$ cat src/logic/qsf_defs.svh
// Notes on behaviour
// - opcode takes two clocks quad, eight single
// - address, dummy, data bytes: two, four or eight clocks
// - address bits above array density are ignored
// - quad output read: four-lane data, needs IO config
// - quad io read: four-lane address onward, needs config
// - dual reads: four-clock data, dual io address too
// - sector erase keeps bits down to 12
// - block erase decodes 64/32/8 KByte by location
// - no-operation only cancels a pending reset arm
// - reset runs only directly after reset arm
// - reset restores single-line mode, burst length eight
// - reset defaults status except bits 4,5; clears io config
// - reset aborts running write; longer recovery after write
// - plain read only in single-line mode
// - plain read: opcode, 24 address bits, no dummy
// - streaming read increments address, wraps to zero
// - suspend and resume take only the opcode
// - protect map read: dummy byte only in quad
// - protect map writes take 1 to 18 bytes
// - lock map and global unprotect: opcode only
// - secure id lockout: opcode only, either mode
// - enable quad switches all later commands to quad
// - burst length defaults to code 00h
`ifndef QSF_DEFS_SVH
`define QSF_DEFS_SVH
// opcodes
`define QSF_OP_SUSPEND 8'hb0
`define QSF_OP_RESUME 8'h30
`define QSF_OP_RDMAP 8'h72
`define QSF_OP_WRMAP 8'h42
`define QSF_OP_LOCKMAP 8'h8d
`define QSF_OP_NVLOCK 8'he8
`define QSF_OP_UNPROT 8'h98
`define QSF_OP_SIDLOCK 8'h85
`define QSF_OP_NOP 8'h00
`define QSF_OP_RSTARM 8'h66
`define QSF_OP_RESET 8'h99
`define QSF_OP_EQUAD 8'h38
`define QSF_OP_RQUAD 8'hff
`define QSF_OP_READ 8'h03
`define QSF_OP_QOUT 8'h6b
`define QSF_OP_QIO 8'heb
`define QSF_OP_DOUT 8'h3b
`define QSF_OP_DIO 8'hbb
`define QSF_OP_SETBURST 8'hc0
`define QSF_OP_SECTOR 8'h20
`define QSF_OP_BLOCK 8'hd8
// array and map geometry
`define QSF_ADDR_BITS 24
`define QSF_ADDR_MASK 24'hffffff
`define QSF_MAP_BYTES 5'h12
`define QSF_FIFO_DEPTH 16
// reset values
`define QSF_STATUS_RST 8'h00
`define QSF_STATUS_KEEP 8'h30
`define QSF_BURST_RST 2'h0
// recovery after software reset
`define QSF_CLK_NS 5
`define QSF_RECOVER_NS 100
`define QSF_RECOVER_WR_NS 1000
`define QSF_RECOVER_CYC ((`QSF_RECOVER_NS + `QSF_CLK_NS - 1) / `QSF_CLK_NS)
`define QSF_RECOVER_WR_CYC ((`QSF_RECOVER_WR_NS + `QSF_CLK_NS - 1) / `QSF_CLK_NS)
`endif

$ cat src/logic/qsf_pkg.sv
`default_nettype none
package qsf_pkg;
    typedef enum logic [2:0] {DK_NONE, DK_MEM, DK_PROT, DK_WMAP, DK_BURST} qsf_kind_type;
    typedef enum logic [2:0] {
        ST_IDLE, ST_OPC, ST_ADDR, ST_DUMMY, ST_RDATA, ST_WDATA, ST_IGNORE
    } qsf_state_type;
    // phase plan of one command
    typedef struct packed {
        logic legal;
        logic [1:0] addrN;
        logic [1:0] dummyN;
        qsf_kind_type kind;
        logic [2:0] addrLanes;
        logic [2:0] dataLanes;
    } qsf_plan_type;
    // decoded command handed to the array side
    typedef struct packed {
        logic [7:0] opcode;
        logic [23:0] addr;
    } qsf_cmd_type;
    // one data byte of a map write
    typedef struct packed {
        logic [7:0] opcode;
        logic [4:0] index;
        logic [7:0] data;
    } qsf_wr_type;
endpackage
`default_nettype wire

$ cat src/logic/qsf_cmd_front.sv
`include "qsf_defs.svh"
`default_nettype none
////////////////////////////////////////////////////////////////////////////////
// byte fifo between the array read port and the output shifter
module qsf_fifo #(
    parameter int WIDTH = 8,
    parameter int DEPTH = 16
) (
    // clock and reset
    input wire logic ref_clk,
    input wire logic rst_n,
    input wire logic clear,
    // fill side
    input wire logic inValid,
    output logic inReady,
    input wire logic [WIDTH-1:0] inData,
    // drain side
    output logic outValid,
    input wire logic outReady,
    output logic [WIDTH-1:0] outData,
    output logic [$clog2(DEPTH):0] count
);
    localparam int AW = $clog2(DEPTH);
    logic [WIDTH-1:0] store [DEPTH];
    logic [AW-1:0] wrPtr;
    logic [AW-1:0] rdPtr;
    wire push = inValid & inReady;
    wire pop = outValid & outReady;
    assign inReady = (count != DEPTH[AW:0]);
    assign outValid = (count != '0);
    assign outData = store[rdPtr];
    // pointers wrap naturally since depth is a power of two
    always_ff @(posedge ref_clk) begin
        if (!rst_n || clear) begin
            wrPtr <= '0;
            rdPtr <= '0;
            count <= '0;
        end else begin
            wrPtr <= wrPtr + AW'(push);
            rdPtr <= rdPtr + AW'(pop);
            count <= count + (AW + 1)'(push) - (AW + 1)'(pop);
        end
    end
    always_ff @(posedge ref_clk) begin
        if (push) begin
            store[wrPtr] <= inData;
        end
    end
endmodule
////////////////////////////////////////////////////////////////////////////////
module qsf_cmd_front (
    // clock and reset
    input wire logic ref_clk,
    input wire logic rst_n,
    // flash pins, sampled on ref_clk
    input wire logic csN,
    input wire logic sck,
    input wire logic [3:0] sioIn,
    output logic [3:0] sioOut,
    output logic [3:0] sioOe,
    // array read stream
    output logic [23:0] memAddr,
    output logic memReady,
    input wire logic memValid,
    input wire logic [7:0] memData,
    // protection map contents, byte 0 in the low bits
    input wire logic [143:0] protMap,
    // decoded commands and write data
    output qsf_pkg::qsf_cmd_type cmdEvent,
    output logic cmdValid,
    output qsf_pkg::qsf_wr_type wrEvent,
    output logic wrValid,
    // configuration and status
    input wire logic cfgWrite,
    input wire logic cfgIoValue,
    input wire logic statusWrite,
    input wire logic [7:0] statusWrData,
    input wire logic writeBusy,
    output logic quadMode,
    output logic ioConfig,
    output logic [1:0] burstLen,
    output logic [7:0] statusBits,
    output logic abortWrite,
    output logic recovering
);
    import qsf_pkg::*;

    // phase plan per opcode; lane counts already follow the mode
    function automatic qsf_plan_type planFor(input logic [7:0] op, input logic quad,
                                             input logic io_config_bit);
        qsf_plan_type p;
        p = '{legal: 1'b0, addrN: 2'h0, dummyN: 2'h0, kind: DK_NONE,
              addrLanes: quad ? 3'h4 : 3'h1, dataLanes: quad ? 3'h4 : 3'h1};
        case (op)
            `QSF_OP_SUSPEND, `QSF_OP_RESUME: p.legal = 1'b1;
            `QSF_OP_LOCKMAP, `QSF_OP_UNPROT: p.legal = 1'b1;
            `QSF_OP_SIDLOCK: p.legal = 1'b1;
            `QSF_OP_NOP, `QSF_OP_RSTARM, `QSF_OP_RESET, `QSF_OP_RQUAD: p.legal = 1'b1;
            `QSF_OP_EQUAD: p.legal = !quad;
            `QSF_OP_READ: begin
                p.legal = !quad;
                p.addrN = 2'h3;
                p.kind = DK_MEM;
            end
            `QSF_OP_QOUT: begin
                p.legal = !quad && io_config_bit;
                p.addrN = 2'h3;
                p.dummyN = 2'h1;
                p.kind = DK_MEM;
                p.dataLanes = 3'h4;
            end
            `QSF_OP_QIO: begin
                p.legal = !quad && io_config_bit;
                p.addrN = 2'h3;
                p.dummyN = 2'h3;
                p.kind = DK_MEM;
                p.addrLanes = 3'h4;
                p.dataLanes = 3'h4;
            end
            `QSF_OP_DOUT, `QSF_OP_DIO: begin
                p.legal = !quad;
                p.addrN = 2'h3;
                p.dummyN = 2'h1;
                p.kind = DK_MEM;
                p.addrLanes = (op == `QSF_OP_DIO) ? 3'h2 : 3'h1;
                p.dataLanes = 3'h2;
            end
            `QSF_OP_RDMAP: begin
                p.legal = 1'b1;
                p.dummyN = quad ? 2'h1 : 2'h0;
                p.kind = DK_PROT;
            end
            `QSF_OP_WRMAP, `QSF_OP_NVLOCK: begin
                p.legal = 1'b1;
                p.kind = DK_WMAP;
            end
            `QSF_OP_SETBURST: begin
                p.legal = 1'b1;
                p.kind = DK_BURST;
            end
            `QSF_OP_SECTOR, `QSF_OP_BLOCK: begin
                p.legal = 1'b1;
                p.addrN = 2'h3;
            end
            default: p.legal = 1'b0;
        endcase
        return p;
    endfunction

    // erase granularity: 8 KByte and 32 KByte blocks sit in the outer 64 KByte at each end
    function automatic logic [23:0] targetAddr(input logic [7:0] op, input logic [23:0] a);
        logic [23:0] m;
        logic top;
        logic bottom;
        m = a & `QSF_ADDR_MASK;
        top = (m[23:16] == 8'hff);
        bottom = (m[23:16] == 8'h00);
        if (op == `QSF_OP_SECTOR) begin
            m[11:0] = 12'h000;
        end else if (op == `QSF_OP_BLOCK) begin
            if ((bottom && !m[15]) || (top && m[15])) begin
                m[12:0] = 13'h0000;
            end else if (bottom || top) begin
                m[14:0] = 15'h0000;
            end else begin
                m[15:0] = 16'h0000;
            end
        end
        return m;
    endfunction

    ////////////////////////////////////////////////////////////////////////////
    // pin edges and shared wires
    logic sckPrev;
    qsf_state_type state;
    qsf_state_type next_state;
    qsf_plan_type plan;
    logic [3:0] bitCnt;
    logic [4:0] byteCnt;
    logic [7:0] inShift;
    logic [7:0] opcode;
    logic [23:0] addrReg;
    logic [7:0] outByte;
    logic [3:0] outCnt;
    logic resetArmed;
    logic fetchEn;
    logic [7:0] recoverCnt;
    logic [2:0] lanes;
    logic [7:0] fifoData;
    logic fifoValid;
    logic fifoInReady;
    logic [4:0] fifoCount;

    wire sckRise = sck && !sckPrev && !csN;
    wire sckFall = !sck && sckPrev && !csN;
    wire [3:0] laneSum = bitCnt + {1'b0, lanes};
    wire byteDone = sckRise && (laneSum == 4'h8);
    wire [7:0] rxByte = (lanes == 3'h4) ? {inShift[3:0], sioIn} :
                        (lanes == 3'h2) ? {inShift[5:0], sioIn[1:0]} : {inShift[6:0], sioIn[0]};
    wire opcDone = byteDone && (state == ST_OPC);
    wire qsf_plan_type opPlan = planFor(rxByte, quadMode, ioConfig);
    wire swResetFire = opcDone && (rxByte == `QSF_OP_RESET) && resetArmed;
    wire addrDone = byteDone && (state == ST_ADDR) && (byteCnt == 5'h2);
    wire [23:0] fullAddr = {addrReg[15:0], rxByte};
    wire [7:0] mapByte = protMap[8 * byteCnt +: 8];
    wire [7:0] srcByte = (plan.kind == DK_PROT) ? mapByte : fifoData;
    wire loadNow = sckFall && (state == ST_RDATA) && (outCnt == 4'h0);
    wire [7:0] txByte = loadNow ? srcByte : outByte;
    wire fifoPop = loadNow && (plan.kind == DK_MEM) && fifoValid;
    wire memPush = memValid && memReady && fifoInReady;
    wire [23:0] addrMax = `QSF_ADDR_MASK;
    wire [3:0] laneSumOut = outCnt + {1'b0, lanes};

    // lane count of the phase in progress
    assign lanes = (state == ST_OPC) ? (quadMode ? 3'h4 : 3'h1) :
                   (state == ST_RDATA) ? plan.dataLanes :
                   (state == ST_ADDR || state == ST_DUMMY) ? plan.addrLanes :
                   (quadMode ? 3'h4 : 3'h1);

    ////////////////////////////////////////////////////////////////////////////
    // phase sequencing: opcode, address and dummy phases end on the rising clock that completes a byte; data and ignore phases end at chip select
    always_comb begin
        next_state = state;
        case (state)
            ST_IDLE: next_state = (!csN) ? (recovering ? ST_IGNORE : ST_OPC) : ST_IDLE;
            ST_OPC: begin
                if (opcDone) begin
                    if (!opPlan.legal) begin
                        next_state = ST_IGNORE;
                    end else if (opPlan.addrN != 2'h0) begin
                        next_state = ST_ADDR;
                    end else if (opPlan.dummyN != 2'h0) begin
                        next_state = ST_DUMMY;
                    end else if (opPlan.kind == DK_PROT) begin
                        next_state = ST_RDATA;
                    end else if (opPlan.kind == DK_NONE) begin
                        next_state = ST_IGNORE;
                    end else begin
                        next_state = ST_WDATA;
                    end
                end
            end
            ST_ADDR: begin
                if (addrDone) begin
                    next_state = (plan.dummyN != 2'h0) ? ST_DUMMY :
                                 (plan.kind == DK_MEM) ? ST_RDATA : ST_IGNORE;
                end
            end
            ST_DUMMY: begin
                if (byteDone && (byteCnt == {3'h0, plan.dummyN} - 5'h1)) begin
                    next_state = ST_RDATA;
                end
            end
            ST_RDATA, ST_WDATA, ST_IGNORE: next_state = state;
            default: next_state = ST_IGNORE;
        endcase
        if (csN) begin
            next_state = ST_IDLE;
        end
    end

    // frame state; chip select high ends everything a frame holds
    always_ff @(posedge ref_clk) begin
        if (!rst_n) begin
            state <= ST_IDLE;
            sckPrev <= 1'b0;
            bitCnt <= 4'h0;
            byteCnt <= 5'h0;
            inShift <= 8'h00;
        end else begin
            state <= next_state;
            sckPrev <= sck;
            if (csN || (byteDone && next_state != state)) begin
                bitCnt <= 4'h0;
                byteCnt <= 5'h0;
            end else if (sckRise && state != ST_RDATA) begin
                bitCnt <= byteDone ? 4'h0 : laneSum;
                inShift <= rxByte;
                // saturates so that a long map write cannot wrap back into range
                byteCnt <= byteCnt + 5'(byteDone && byteCnt != 5'h1f);
            end else if (loadNow) begin
                byteCnt <= (byteCnt == `QSF_MAP_BYTES - 5'h1) ? 5'h0 : byteCnt + 5'h1;
            end
        end
    end

    // opcode, plan and address capture
    always_ff @(posedge ref_clk) begin
        if (!rst_n) begin
            opcode <= 8'h00;
            plan <= '0;
            addrReg <= 24'h000000;
        end else if (opcDone) begin
            opcode <= rxByte;
            plan <= opPlan;
        end else if (byteDone && state == ST_ADDR) begin
            addrReg <= fullAddr;
        end
    end

    ////////////////////////////////////////////////////////////////////////////
    // command events; commands without an address report at opcode end, the others at address end
    always_ff @(posedge ref_clk) begin
        if (!rst_n) begin
            cmdValid <= 1'b0;
            cmdEvent <= '0;
            wrValid <= 1'b0;
            wrEvent <= '0;
        end else begin
            cmdValid <= (opcDone && opPlan.legal && opPlan.addrN == 2'h0) || addrDone;
            if (opcDone) begin
                cmdEvent <= '{opcode: rxByte, addr: 24'h000000};
            end else if (addrDone) begin
                cmdEvent <= '{opcode: opcode, addr: targetAddr(opcode, fullAddr)};
            end
            // bytes past the eighteenth are dropped
            wrValid <= byteDone && state == ST_WDATA && plan.kind == DK_WMAP &&
                       byteCnt < `QSF_MAP_BYTES;
            if (byteDone && state == ST_WDATA) begin
                wrEvent <= '{opcode: opcode, index: byteCnt, data: rxByte};
            end
        end
    end

    // mode, burst, configuration and status; software reset overrides a same-cycle write
    always_ff @(posedge ref_clk) begin
        if (!rst_n) begin
            quadMode <= 1'b0;
            burstLen <= `QSF_BURST_RST;
            ioConfig <= 1'b0;
            statusBits <= `QSF_STATUS_RST;
            resetArmed <= 1'b0;
        end else begin
            if (opcDone) begin
                resetArmed <= (rxByte == `QSF_OP_RSTARM);
            end
            if (swResetFire) begin
                quadMode <= 1'b0;
                burstLen <= `QSF_BURST_RST;
                ioConfig <= 1'b0;
                statusBits <= (statusBits & `QSF_STATUS_KEEP) |
                              (`QSF_STATUS_RST & ~`QSF_STATUS_KEEP);
            end else begin
                if (opcDone && rxByte == `QSF_OP_EQUAD && !quadMode) begin
                    quadMode <= 1'b1;
                end else if (opcDone && rxByte == `QSF_OP_RQUAD) begin
                    quadMode <= 1'b0;
                end
                if (byteDone && state == ST_WDATA && plan.kind == DK_BURST && byteCnt == 5'h0) begin
                    burstLen <= rxByte[1:0];
                end
                if (cfgWrite) begin
                    ioConfig <= cfgIoValue;
                end
                if (statusWrite) begin
                    statusBits <= statusWrData;
                end
            end
        end
    end

    // a reset during a write aborts it and waits the longer recovery
    always_ff @(posedge ref_clk) begin
        if (!rst_n) begin
            abortWrite <= 1'b0;
            recoverCnt <= 8'h00;
            recovering <= 1'b0;
        end else begin
            abortWrite <= swResetFire && writeBusy;
            if (swResetFire) begin
                recoverCnt <= writeBusy ? 8'(`QSF_RECOVER_WR_CYC) : 8'(`QSF_RECOVER_CYC);
                recovering <= 1'b1;
            end else if (recoverCnt != 8'h00) begin
                recoverCnt <= recoverCnt - 8'h01;
                recovering <= (recoverCnt != 8'h01);
            end
        end
    end

    ////////////////////////////////////////////////////////////////////////////
    // array fetch runs ahead of the shifter; ready is registered, so it stops two short of full
    always_ff @(posedge ref_clk) begin
        if (!rst_n) begin
            fetchEn <= 1'b0;
            memAddr <= 24'h000000;
            memReady <= 1'b0;
        end else begin
            if (csN) begin
                fetchEn <= 1'b0;
            end else if (addrDone && plan.kind == DK_MEM) begin
                fetchEn <= 1'b1;
            end
            if (addrDone) begin
                memAddr <= fullAddr & `QSF_ADDR_MASK;
            end else if (memPush) begin
                memAddr <= (memAddr == addrMax) ? 24'h000000 : memAddr + 24'h1;
            end
            memReady <= fetchEn && !csN && (fifoCount < 5'(`QSF_FIFO_DEPTH - 2));
        end
    end

    qsf_fifo #(.WIDTH(8), .DEPTH(`QSF_FIFO_DEPTH)) readFifo (
        .ref_clk(ref_clk),
        .rst_n(rst_n),
        .clear(csN),
        .inValid(memValid && memReady),
        .inReady(fifoInReady),
        .inData(memData),
        .outValid(fifoValid),
        .outReady(fifoPop),
        .outData(fifoData),
        .count(fifoCount)
    );

    // output shifter drives on the falling clock; single line answers on lane 1
    always_ff @(posedge ref_clk) begin
        if (!rst_n || csN) begin
            outByte <= 8'h00;
            outCnt <= 4'h0;
            sioOut <= 4'h0;
            sioOe <= 4'h0;
        end else if (sckFall && state == ST_RDATA) begin
            outByte <= txByte << lanes;
            outCnt <= (laneSumOut == 4'h8) ? 4'h0 : laneSumOut;
            case (lanes)
                3'h4: begin
                    sioOut <= txByte[7:4];
                    sioOe <= 4'hf;
                end
                3'h2: begin
                    sioOut <= {2'h0, txByte[7:6]};
                    sioOe <= 4'h3;
                end
                default: begin
                    sioOut <= {2'h0, txByte[7], 1'b0};
                    sioOe <= 4'h2;
                end
            endcase
        end
    end

    logic [3:0] opcRises;
    always_ff @(posedge ref_clk) begin
        if (!rst_n || state != ST_OPC) begin
            opcRises <= 4'h0;
        end else if (sckRise) begin
            opcRises <= opcRises + 4'h1;
        end
    end
endmodule
`default_nettype wire

$ cat config.mk
export PLATFORM = sky130hd
export DESIGN_NAME = qsf_cmd_front
export DESIGN_NICKNAME = d
export VERILOG_FILES = /design/src/logic/qsf_pkg.sv /design/src/logic/qsf_cmd_front.sv
export VERILOG_INCLUDE_DIRS = /design/src /design/src/logic
export SDC_FILE = /design/constraint.sdc
export NUM_CORES = 1
export LEC_CHECK = 0
export ABC_AREA = 1
export BUFFER_PORTS_ARGS = -buffer_cell sky130_fd_sc_hd__clkbuf_2
export CELL_PAD_IN_SITES_DETAIL_PLACEMENT = 1
export CELL_PAD_IN_SITES_GLOBAL_PLACEMENT = 1
export CORE_ASPECT_RATIO = 0.9
export CORE_MARGIN = 10
export CORE_UTILIZATION = 45
export CTS_CLUSTER_DIAMETER = 100
export DETAILED_ROUTE_END_ITERATION = 8
export GPL_ROUTABILITY_DRIVEN = 1
export PLACE_DENSITY = 0.84
export SLEW_MARGIN = 0
export SYNTH_ARGS = -nofsm -noshare
export SYNTH_HDL_FRONTEND = slang
export SYNTH_SLANG_ARGS = --single-unit
$ cat constraint.sdc
create_clock -name ref_clk -period 6.73 [get_ports ref_clk]
set_input_delay 1.0095 -clock ref_clk [delete_from_list [all_inputs] [get_ports ref_clk]]
set_output_delay 1.0095 -clock ref_clk [all_outputs]
set_load 0.05 [all_outputs]
## Yosys cells after proc, flatten, opt, wreduce, memory -nomap -nowiden

Memory sizes are Yosys's and may differ from the RTL's. A register that Yosys moved wholly into a read port is not among the register bits.
Cells that the tools add are included.

| storage, ports and cells | value |
|---|---|
| register bits | 192 |
| RAM bits | 128 |
| input port bits | 173 |
| output and inout port bits | 102 |
| word-level logic and storage cells | 244 |
| memories | 1 |

Memory list:

| name | depth | bits a word | read ports | clocked after Yosys merged registers in | wr ports | line | RTL |
|---|---|---|---|---|---|---|---|
| readFifo.store | 16 | 8 | 1 | 1 | 1 | qsf_cmd_front.sv:24 | `logic [WIDTH-1:0] store [DEPTH];` |

| cells by class | value |
|---|---|
| add/sub/neg operators | 11 |
| order comparisons | 2 |
| eq/ne operators | 47 |
| shifts and indexed selects | 2 |
| multiplexer cells | 56 |
| bitwise operators | 6 |
| reduce and logical (&&, ||, !) cells | 82 |

Operator list:

| operator | number |
|---|---|
| $shiftx 144x9->8 | 1 |
| $eq 8x8->1 const B | 13 |
| $mux 24 | 3 |
| $mux 32 | 2 |
| $mux 8 | 7 |
| $mux 3 | 14 |
| $eq 8x6->1 const B | 5 |
| $logic_and 1x1->1 | 37 |
| $eq 8x7->1 const B | 4 |
| $add 24x1->24 const B | 1 |
| $eq 24x24->1 const B | 1 |
| $eq 3x2->1 const B | 6 |
| $logic_not 8->1 | 2 |
| $mux 16 | 1 |
| $mux 4 | 4 |
| $pmux 4 s2 | 2 |
| $reduce_bool 2->1 | 8 |
| $eq 3x3->1 const B | 5 |
| $mux 5 | 3 |
| $pmux 3 s5 | 1 |
| $reduce_or 15->1 | 1 |
| $reduce_or 2->1 | 7 |
| $mux 12 | 1 |
| $pmux 3 s2 | 2 |
| other kinds (40) | 75 |

## Longest topological paths before layout

| logic depth | value |
|---|---|
| depth in word-level cells | 25 |
| mapped depth | 33 |
| gate-level depth less buffers | 31 |

## By module

From an unflattened synthesis, not the netlist that was laid out.

| second synthesis, totals | value |
|---|---|
| cells, all modules | 2221 |
| area, all modules | 16753.6 µm² |

By module, submodules not included:

| module | times used | cells each | area each (µm²) | seq. area each (µm²) |
|---|---|---|---|---|
| qsf_cmd_front | 1 | 1593 | 10478.8 | 3563.4 |
| qsf_fifo | 1 | 628 | 6274.8 | 4103.9 |

## Worst setup path after synthesis

OpenSTA, ideal clock, no wires.

| timing path | value |
|---|---|
| path kind | reg2reg |
| from | register quadMode |
| to | register inShift[0] |
| library setup time | 115 ps |
| arrival time | 4116 ps |
| data required time | 6615 ps |
| setup slack | 2499 ps |
| stages on the path, launching flop included | 24 |
| buffers on the path | 2 |
| clock period less this slack | 4231 ps |
| cells stage by stage | dfxtp_1 -> inv_1 -> nand2_2 -> nand2_2 -> a21oi_4 -> clkinv_1 -> ha_1 -> fa_1 -> nor4_1 -> nand2_1 -> inv_1 -> nand2_1 -> nor2_1 -> clkbuf_1 -> a211oi_1 -> nand2_1 -> nand2_1 -> nand2_1 -> nand2_1 -> nand3_2 -> nand2_4 -> buf_6 -> a21oi_1 -> nor2_1 |

| on the way | value |
|---|---|
| word-level cells in the longest chain between the ends | 24 |
| elaborated cells between the ends (all ways) | 69 |
| those cells by class | add/sub (1); eq/ne (25); mux (21); bitwise (1); reduce/logical (21) |

Ends and longest elaborated chain:

| what | line | RTL |
|---|---|---|
| from (decl) | qsf_cmd_front.sv:79 | `output logic quadMode,` |
| from (signal assigned) | qsf_cmd_front.sv:328 | `quadMode <= 1'b0;` |
| from (signal assigned) | qsf_cmd_front.sv:338 | `quadMode <= 1'b0;` |
| from (signal assigned) | qsf_cmd_front.sv:345 | `quadMode <= 1'b1;` |
| $mux 3 | qsf_cmd_front.sv:215, qsf_cmd_front.sv:218 |  |
| $mux 3 | qsf_cmd_front.sv:217 | `(state == ST_ADDR \|\| state == ST_DUMMY) ? plan.addrLanes :` |
| $mux 3 | qsf_cmd_front.sv:216 | `(state == ST_RDATA) ? plan.dataLanes :` |
| $mux 3 | qsf_cmd_front.sv:215 | `assign lanes = (state == ST_OPC) ? (quadMode ? 3'h4 : 3'h1) :` |
| $eq 3x2->1 | qsf_cmd_front.sv:199 | `(lanes == 3'h2) ? {inShift[5:0], sioIn[1:0]} : {inShift[6:0], sioIn[0]};` |
| $mux 8 | qsf_cmd_front.sv:199 |  |
| $mux 8 | qsf_cmd_front.sv:198 | `wire [7:0] rxByte = (lanes == 3'h4) ? {inShift[3:0], sioIn} :` |
| $eq 8x8->1, or another cell as far along | qsf_cmd_front.sv:94 | `case (op)` |
| [... 8 more ...] | -- |  |
| $mux 3 | qsf_cmd_front.sv:227 | `if (opcDone) begin` |
| $pmux 3 s5 | qsf_cmd_front.sv:224 | `case (state)` |
| $mux 3 | qsf_cmd_front.sv:257 | `if (csN) begin` |
| $ne 3x3->1 | qsf_cmd_front.sv:273 | `if (csN \|\| (byteDone && next_state != state)) begin` |
| $logic_and 1x1->1 | qsf_cmd_front.sv:273 |  |
| $logic_or 1x1->1 | qsf_cmd_front.sv:273 |  |
| $not 1->1 (no source line) | -- |  |
| $reduce_and 2->1 (no source line) | -- |  |
| to (signal assigned) | qsf_cmd_front.sv:278 | `inShift <= rxByte;` |
| to (decl) | qsf_cmd_front.sv:180 | `logic [7:0] inShift;` |

Several ways; a longest one is shown, not always the timed one.
A chain may end at the register's enable or synchronous reset.

## Worst setup path after layout

| timing path | value |
|---|---|
| from | register state[1] |
| to | register memAddr[19] |

| on the way | value |
|---|---|
| word-level cells in the longest chain between the ends | 11 |
| elaborated cells between the ends (all ways) | 15 |
| those cells by class | add/sub (1); eq/ne (5); mux (4); reduce/logical (5) |

Ends and longest elaborated chain:

| what | line | RTL |
|---|---|---|
| from (decl) | qsf_cmd_front.sv:175 | `qsf_state_type state;` |
| from (signal assigned) | qsf_cmd_front.sv:271 | `state <= next_state;` |
| $eq 3x2->1, on equally long branches | qsf_cmd_front.sv:203, qsf_cmd_front.sv:217 |  |
| $logic_or 1x1->1 | qsf_cmd_front.sv:217 |  |
| $mux 3 | qsf_cmd_front.sv:217 |  |
| $mux 3 | qsf_cmd_front.sv:216 |  |
| $mux 3 | qsf_cmd_front.sv:215 |  |
| $add 4x3->4 | qsf_cmd_front.sv:196 | `wire [3:0] laneSum = bitCnt + {1'b0, lanes};` |
| $eq 4x4->1 | qsf_cmd_front.sv:197 | `wire byteDone = sckRise && (laneSum == 4'h8);` |
| $logic_and 1x1->1 | qsf_cmd_front.sv:197 |  |
| $logic_and 1x1->1 (*) (2 in a row) | qsf_cmd_front.sv:203 | `wire addrDone = byteDone && (state == ST_ADDR) && (byteCnt == 5'h2);` |
| $mux 24 / $reduce_bool 2->1 (equally long branches) | -- |  |
| to (signal assigned) | qsf_cmd_front.sv:394 | `` memAddr <= fullAddr & `QSF_ADDR_MASK; `` |
| to (signal assigned) | qsf_cmd_front.sv:396 | `memAddr <= (memAddr == addrMax) ? 24'h000000 : memAddr + 24'h1;` |
| to (decl) | qsf_cmd_front.sv:62 | `output logic [23:0] memAddr,` |

Mark *: on every way between the ends. The rest lies on a longest branch, timed or not.

==> reports/metrics.yaml <==
status:
  outcome: "completed"
cells_and_area:
  area_growth_pct: 17.9
  final_nets: 2487
  final_cells: 2778
  diodes: 0
  fin_util_pct: 54.1
  drive_gt1_share_pct: 18.1
yosys:
  syn-instance-count: 2054
  ys_seq_elements: 319
  ys_warn_count: 0
  synth_area_leaders: "edfxtp_1, dfxtp_1, nand2_1"
  synth_top_flop_cell: "dfxtp_1"
  yosysTopAreaCell: "edfxtp_1"
  synth_edf_count: 128
  avgSynthCellArea_um2: 7.88
  synth_common_cells: "nand2_1, nor2_1, dfxtp_1"
  asyncSetResetFlopFracSynth_pct: 0
  yosys.area.top_type_share_pct: 23.7
  synth_fp_nets: 2259
  synth.distinct_cells: 59
  synth-seq-area-share_pct: 47.3
  yosysMostFrequentCell: "nand2_1"
  synth.cell_area_mm2: 0.0162
global_routing:
  antenna_found_initial: 0
  grt_pass1_wl_mm: 94.7
  grtUsageTotal_pct: 27.1
  grt_max_degree: 79
  grt_pass1_vias: 16400
  grt_overflow: 0
cts:
  ctsResizeCount: 0
  cts_max_path_buffers: 3
  cts.clk_slew.worst_paths_ns: 0.06
  hold_buffers: 0
  worst_skew_pair.late_latency_ns: 0.53
  cts_setup_buffers: 0
  cts_tree: "done"
  root_buffer: "clkbuf_16"
  h-tree-depth: 2
  numCtsBuffers: 37
  cts.sinks: 319
power_and_ir_drop:
  p_leak_uw: 0.00801
  p_per_area_mw_per_mm2: 246
  vdd_drop_max_v: 0.000259
routing:
  routed_wl_mm: 61.8
  vias: 16000
  drc: 0
  ant_nets: 0
  wl_per_cell_um: 22.3
  dr.pass1.iters: 5
  viasPerCell: 5.77
  drtIter0Drc: 1484
place:
  dp_cells: 2712
  gp_congestion: 0.930
  hpwlAfterDp_mm: 45.0
  io_buffers: 274
sta:
  hold_viol_final: 0
  tns_ns: 0
  setup_violations: 0
  relSlewSlack_pct: 20.4
  rsz0062_at_grt: "false"
  tightest_slew_ns: 1.18
  fmax_mhz: 172
  skew_ns: 0.0185
  timing.final.crit_share_pct: 86.5
  fin_crit_ns: 5.82
  slew_violations: 0
die:
  die_width_um: 220
  start_util_pct: 45.9
  dieArea_mm2: 0.0440
  die_y_um: 200
  core_mm2: 0.0353
  ios: 275
  fp-row-count: 65
critical_path:
  cp_max_fo: 24
  crit_type: "register to register"
  required_ns: 7.13
  worst_setup_path_end_kind: "register"
  crit_arrival_ns: 6.22
  cp-start-kind: "register"
run:
  maxCapViolCount: 0
hold_path:
  hold_path_class: "register to register"
path summary, 6_finish.rpt:
check               startpoint  slack [ns]           end  cells past startpoint
setup / recovery      state[1]        0.91   memAddr[19]                     18
hold / removal    cmdEvent[11]        0.47  cmdEvent[11]                      2
setup reg to reg      state[1]        0.91   memAddr[19]                     18
hold reg to reg   cmdEvent[11]        0.47  cmdEvent[11]                      2
cells in the final DEF, fill, tap and decap left out, types with 10 or more instances in the layout:
master | netlist | layout
nand2_1 | 404 | 404
nor2_1 | 294 | 293
clkbuf_2 | 0 | 274
dfxtp_1 | 191 | 190
o21ai_0 | 182 | 182
inv_1 | 172 | 171
a21oi_1 | 137 | 137
edfxtp_1 | 128 | 128
nand3_1 | 90 | 90
o22ai_1 | 55 | 55
clkbuf_16 | 0 | 37
nand4_1 | 31 | 31
ha_1 | 29 | 29
o211ai_1 | 23 | 23
nor3_1 | 20 | 20
buf_4 | 3 | 18
xor2_1 | 15 | 15
nand2_2 | 14 | 14
a221oi_1 | 14 | 14
nand3_2 | 12 | 12
inv_2 | 10 | 11
a211oi_1 | 10 | 10
flip-flops by register name (all words and copies together), names as in the netlist, 4 cells and up:
name,flops
readFifo.store,128
cmdEvent,32
memAddr,24
wrEvent,21
addrReg,16
plan,11
opcode,8
outByte,8
recoverCnt,8
statusBits,8
inShift,7
byteCnt,5
readFifo.count,5
bitCnt,4
outCnt,4
readFifo.rdPtr,4
readFifo.wrPtr,4
sioOut,4
power by group:
part	total (uW)	switching [uW]	leakage, uW	internal (uW)
registers	2070	34.5	0.00269	2040
clock network	2080	825	0.000613	1260
logic	543	365	0.00470	177
total	4700	1230	0.00801	3470
area by class of cell:
type / instances / area [um2]
multi-input combinational: 1444 / 7380
sequential: 319 / 7670
clock inverter: 12 / 173
clock buffer: 54 / 1070
fill: 4440 / 16200
tap: 469 / 587
timing repair buffer: 292 / 1510
inverter: 188 / 713
kinds of logic (layout without fill, tap and decap cells):
family,Yosys count,after routing,share of synthesized area (%)
xor+xnor,19,19,1.03
simple gates,901,901,23.9
mux,7,7,0.433
compound gates,485,485,17.6
fa+ha+maj,32,32,2.61
flops,319,319,47.3
buf+inv,291,546,7.10
critical path, cell delays in order, from the launching register on:
cell and delay (ns):
dfxtp_1 0.60, nand2_1 0.14, nand2_2 0.10, nand2_2 0.08, a21oi_4 0.27, clkinv_1 0.32
ha_1 0.32, fa_1 0.39, xor2_1 0.19, nor4_1 0.21, nand2_1 0.20, inv_1 0.19
nand2_1 0.39, nor2_1 0.31, inv_1 0.38, nand2_1 0.59, inv_1 0.54, a221oi_1 0.43
nor2_1 0.06
per-layer routing:
layer / share of wire [%] / track usage [%] / vias to the layer above
met2: 47 / 44.7 / 582
met4: 1.9 / 6.87 / 0
met1: 44 / 36.2 / 7901
met3: 7.4 / 4.74 / 89
met5: 0 / 0 / -
li1: - / - / 7470
stage by stage:
step	total power [uW]	worst slack [ns]	hold slack, ns	cell area (um2)
after floorplan	2460	2.50	0.429	16200
after global placement	2630	1.36	0.451	17900
after detailed placement	2650	1.05	0.460	17900
after CTS	4720	1.01	0.473	19100
after global routing	4870	0.355	0.494	19100
final	4700	0.911	0.470	19100
Power figures use the tool's default switching activity.
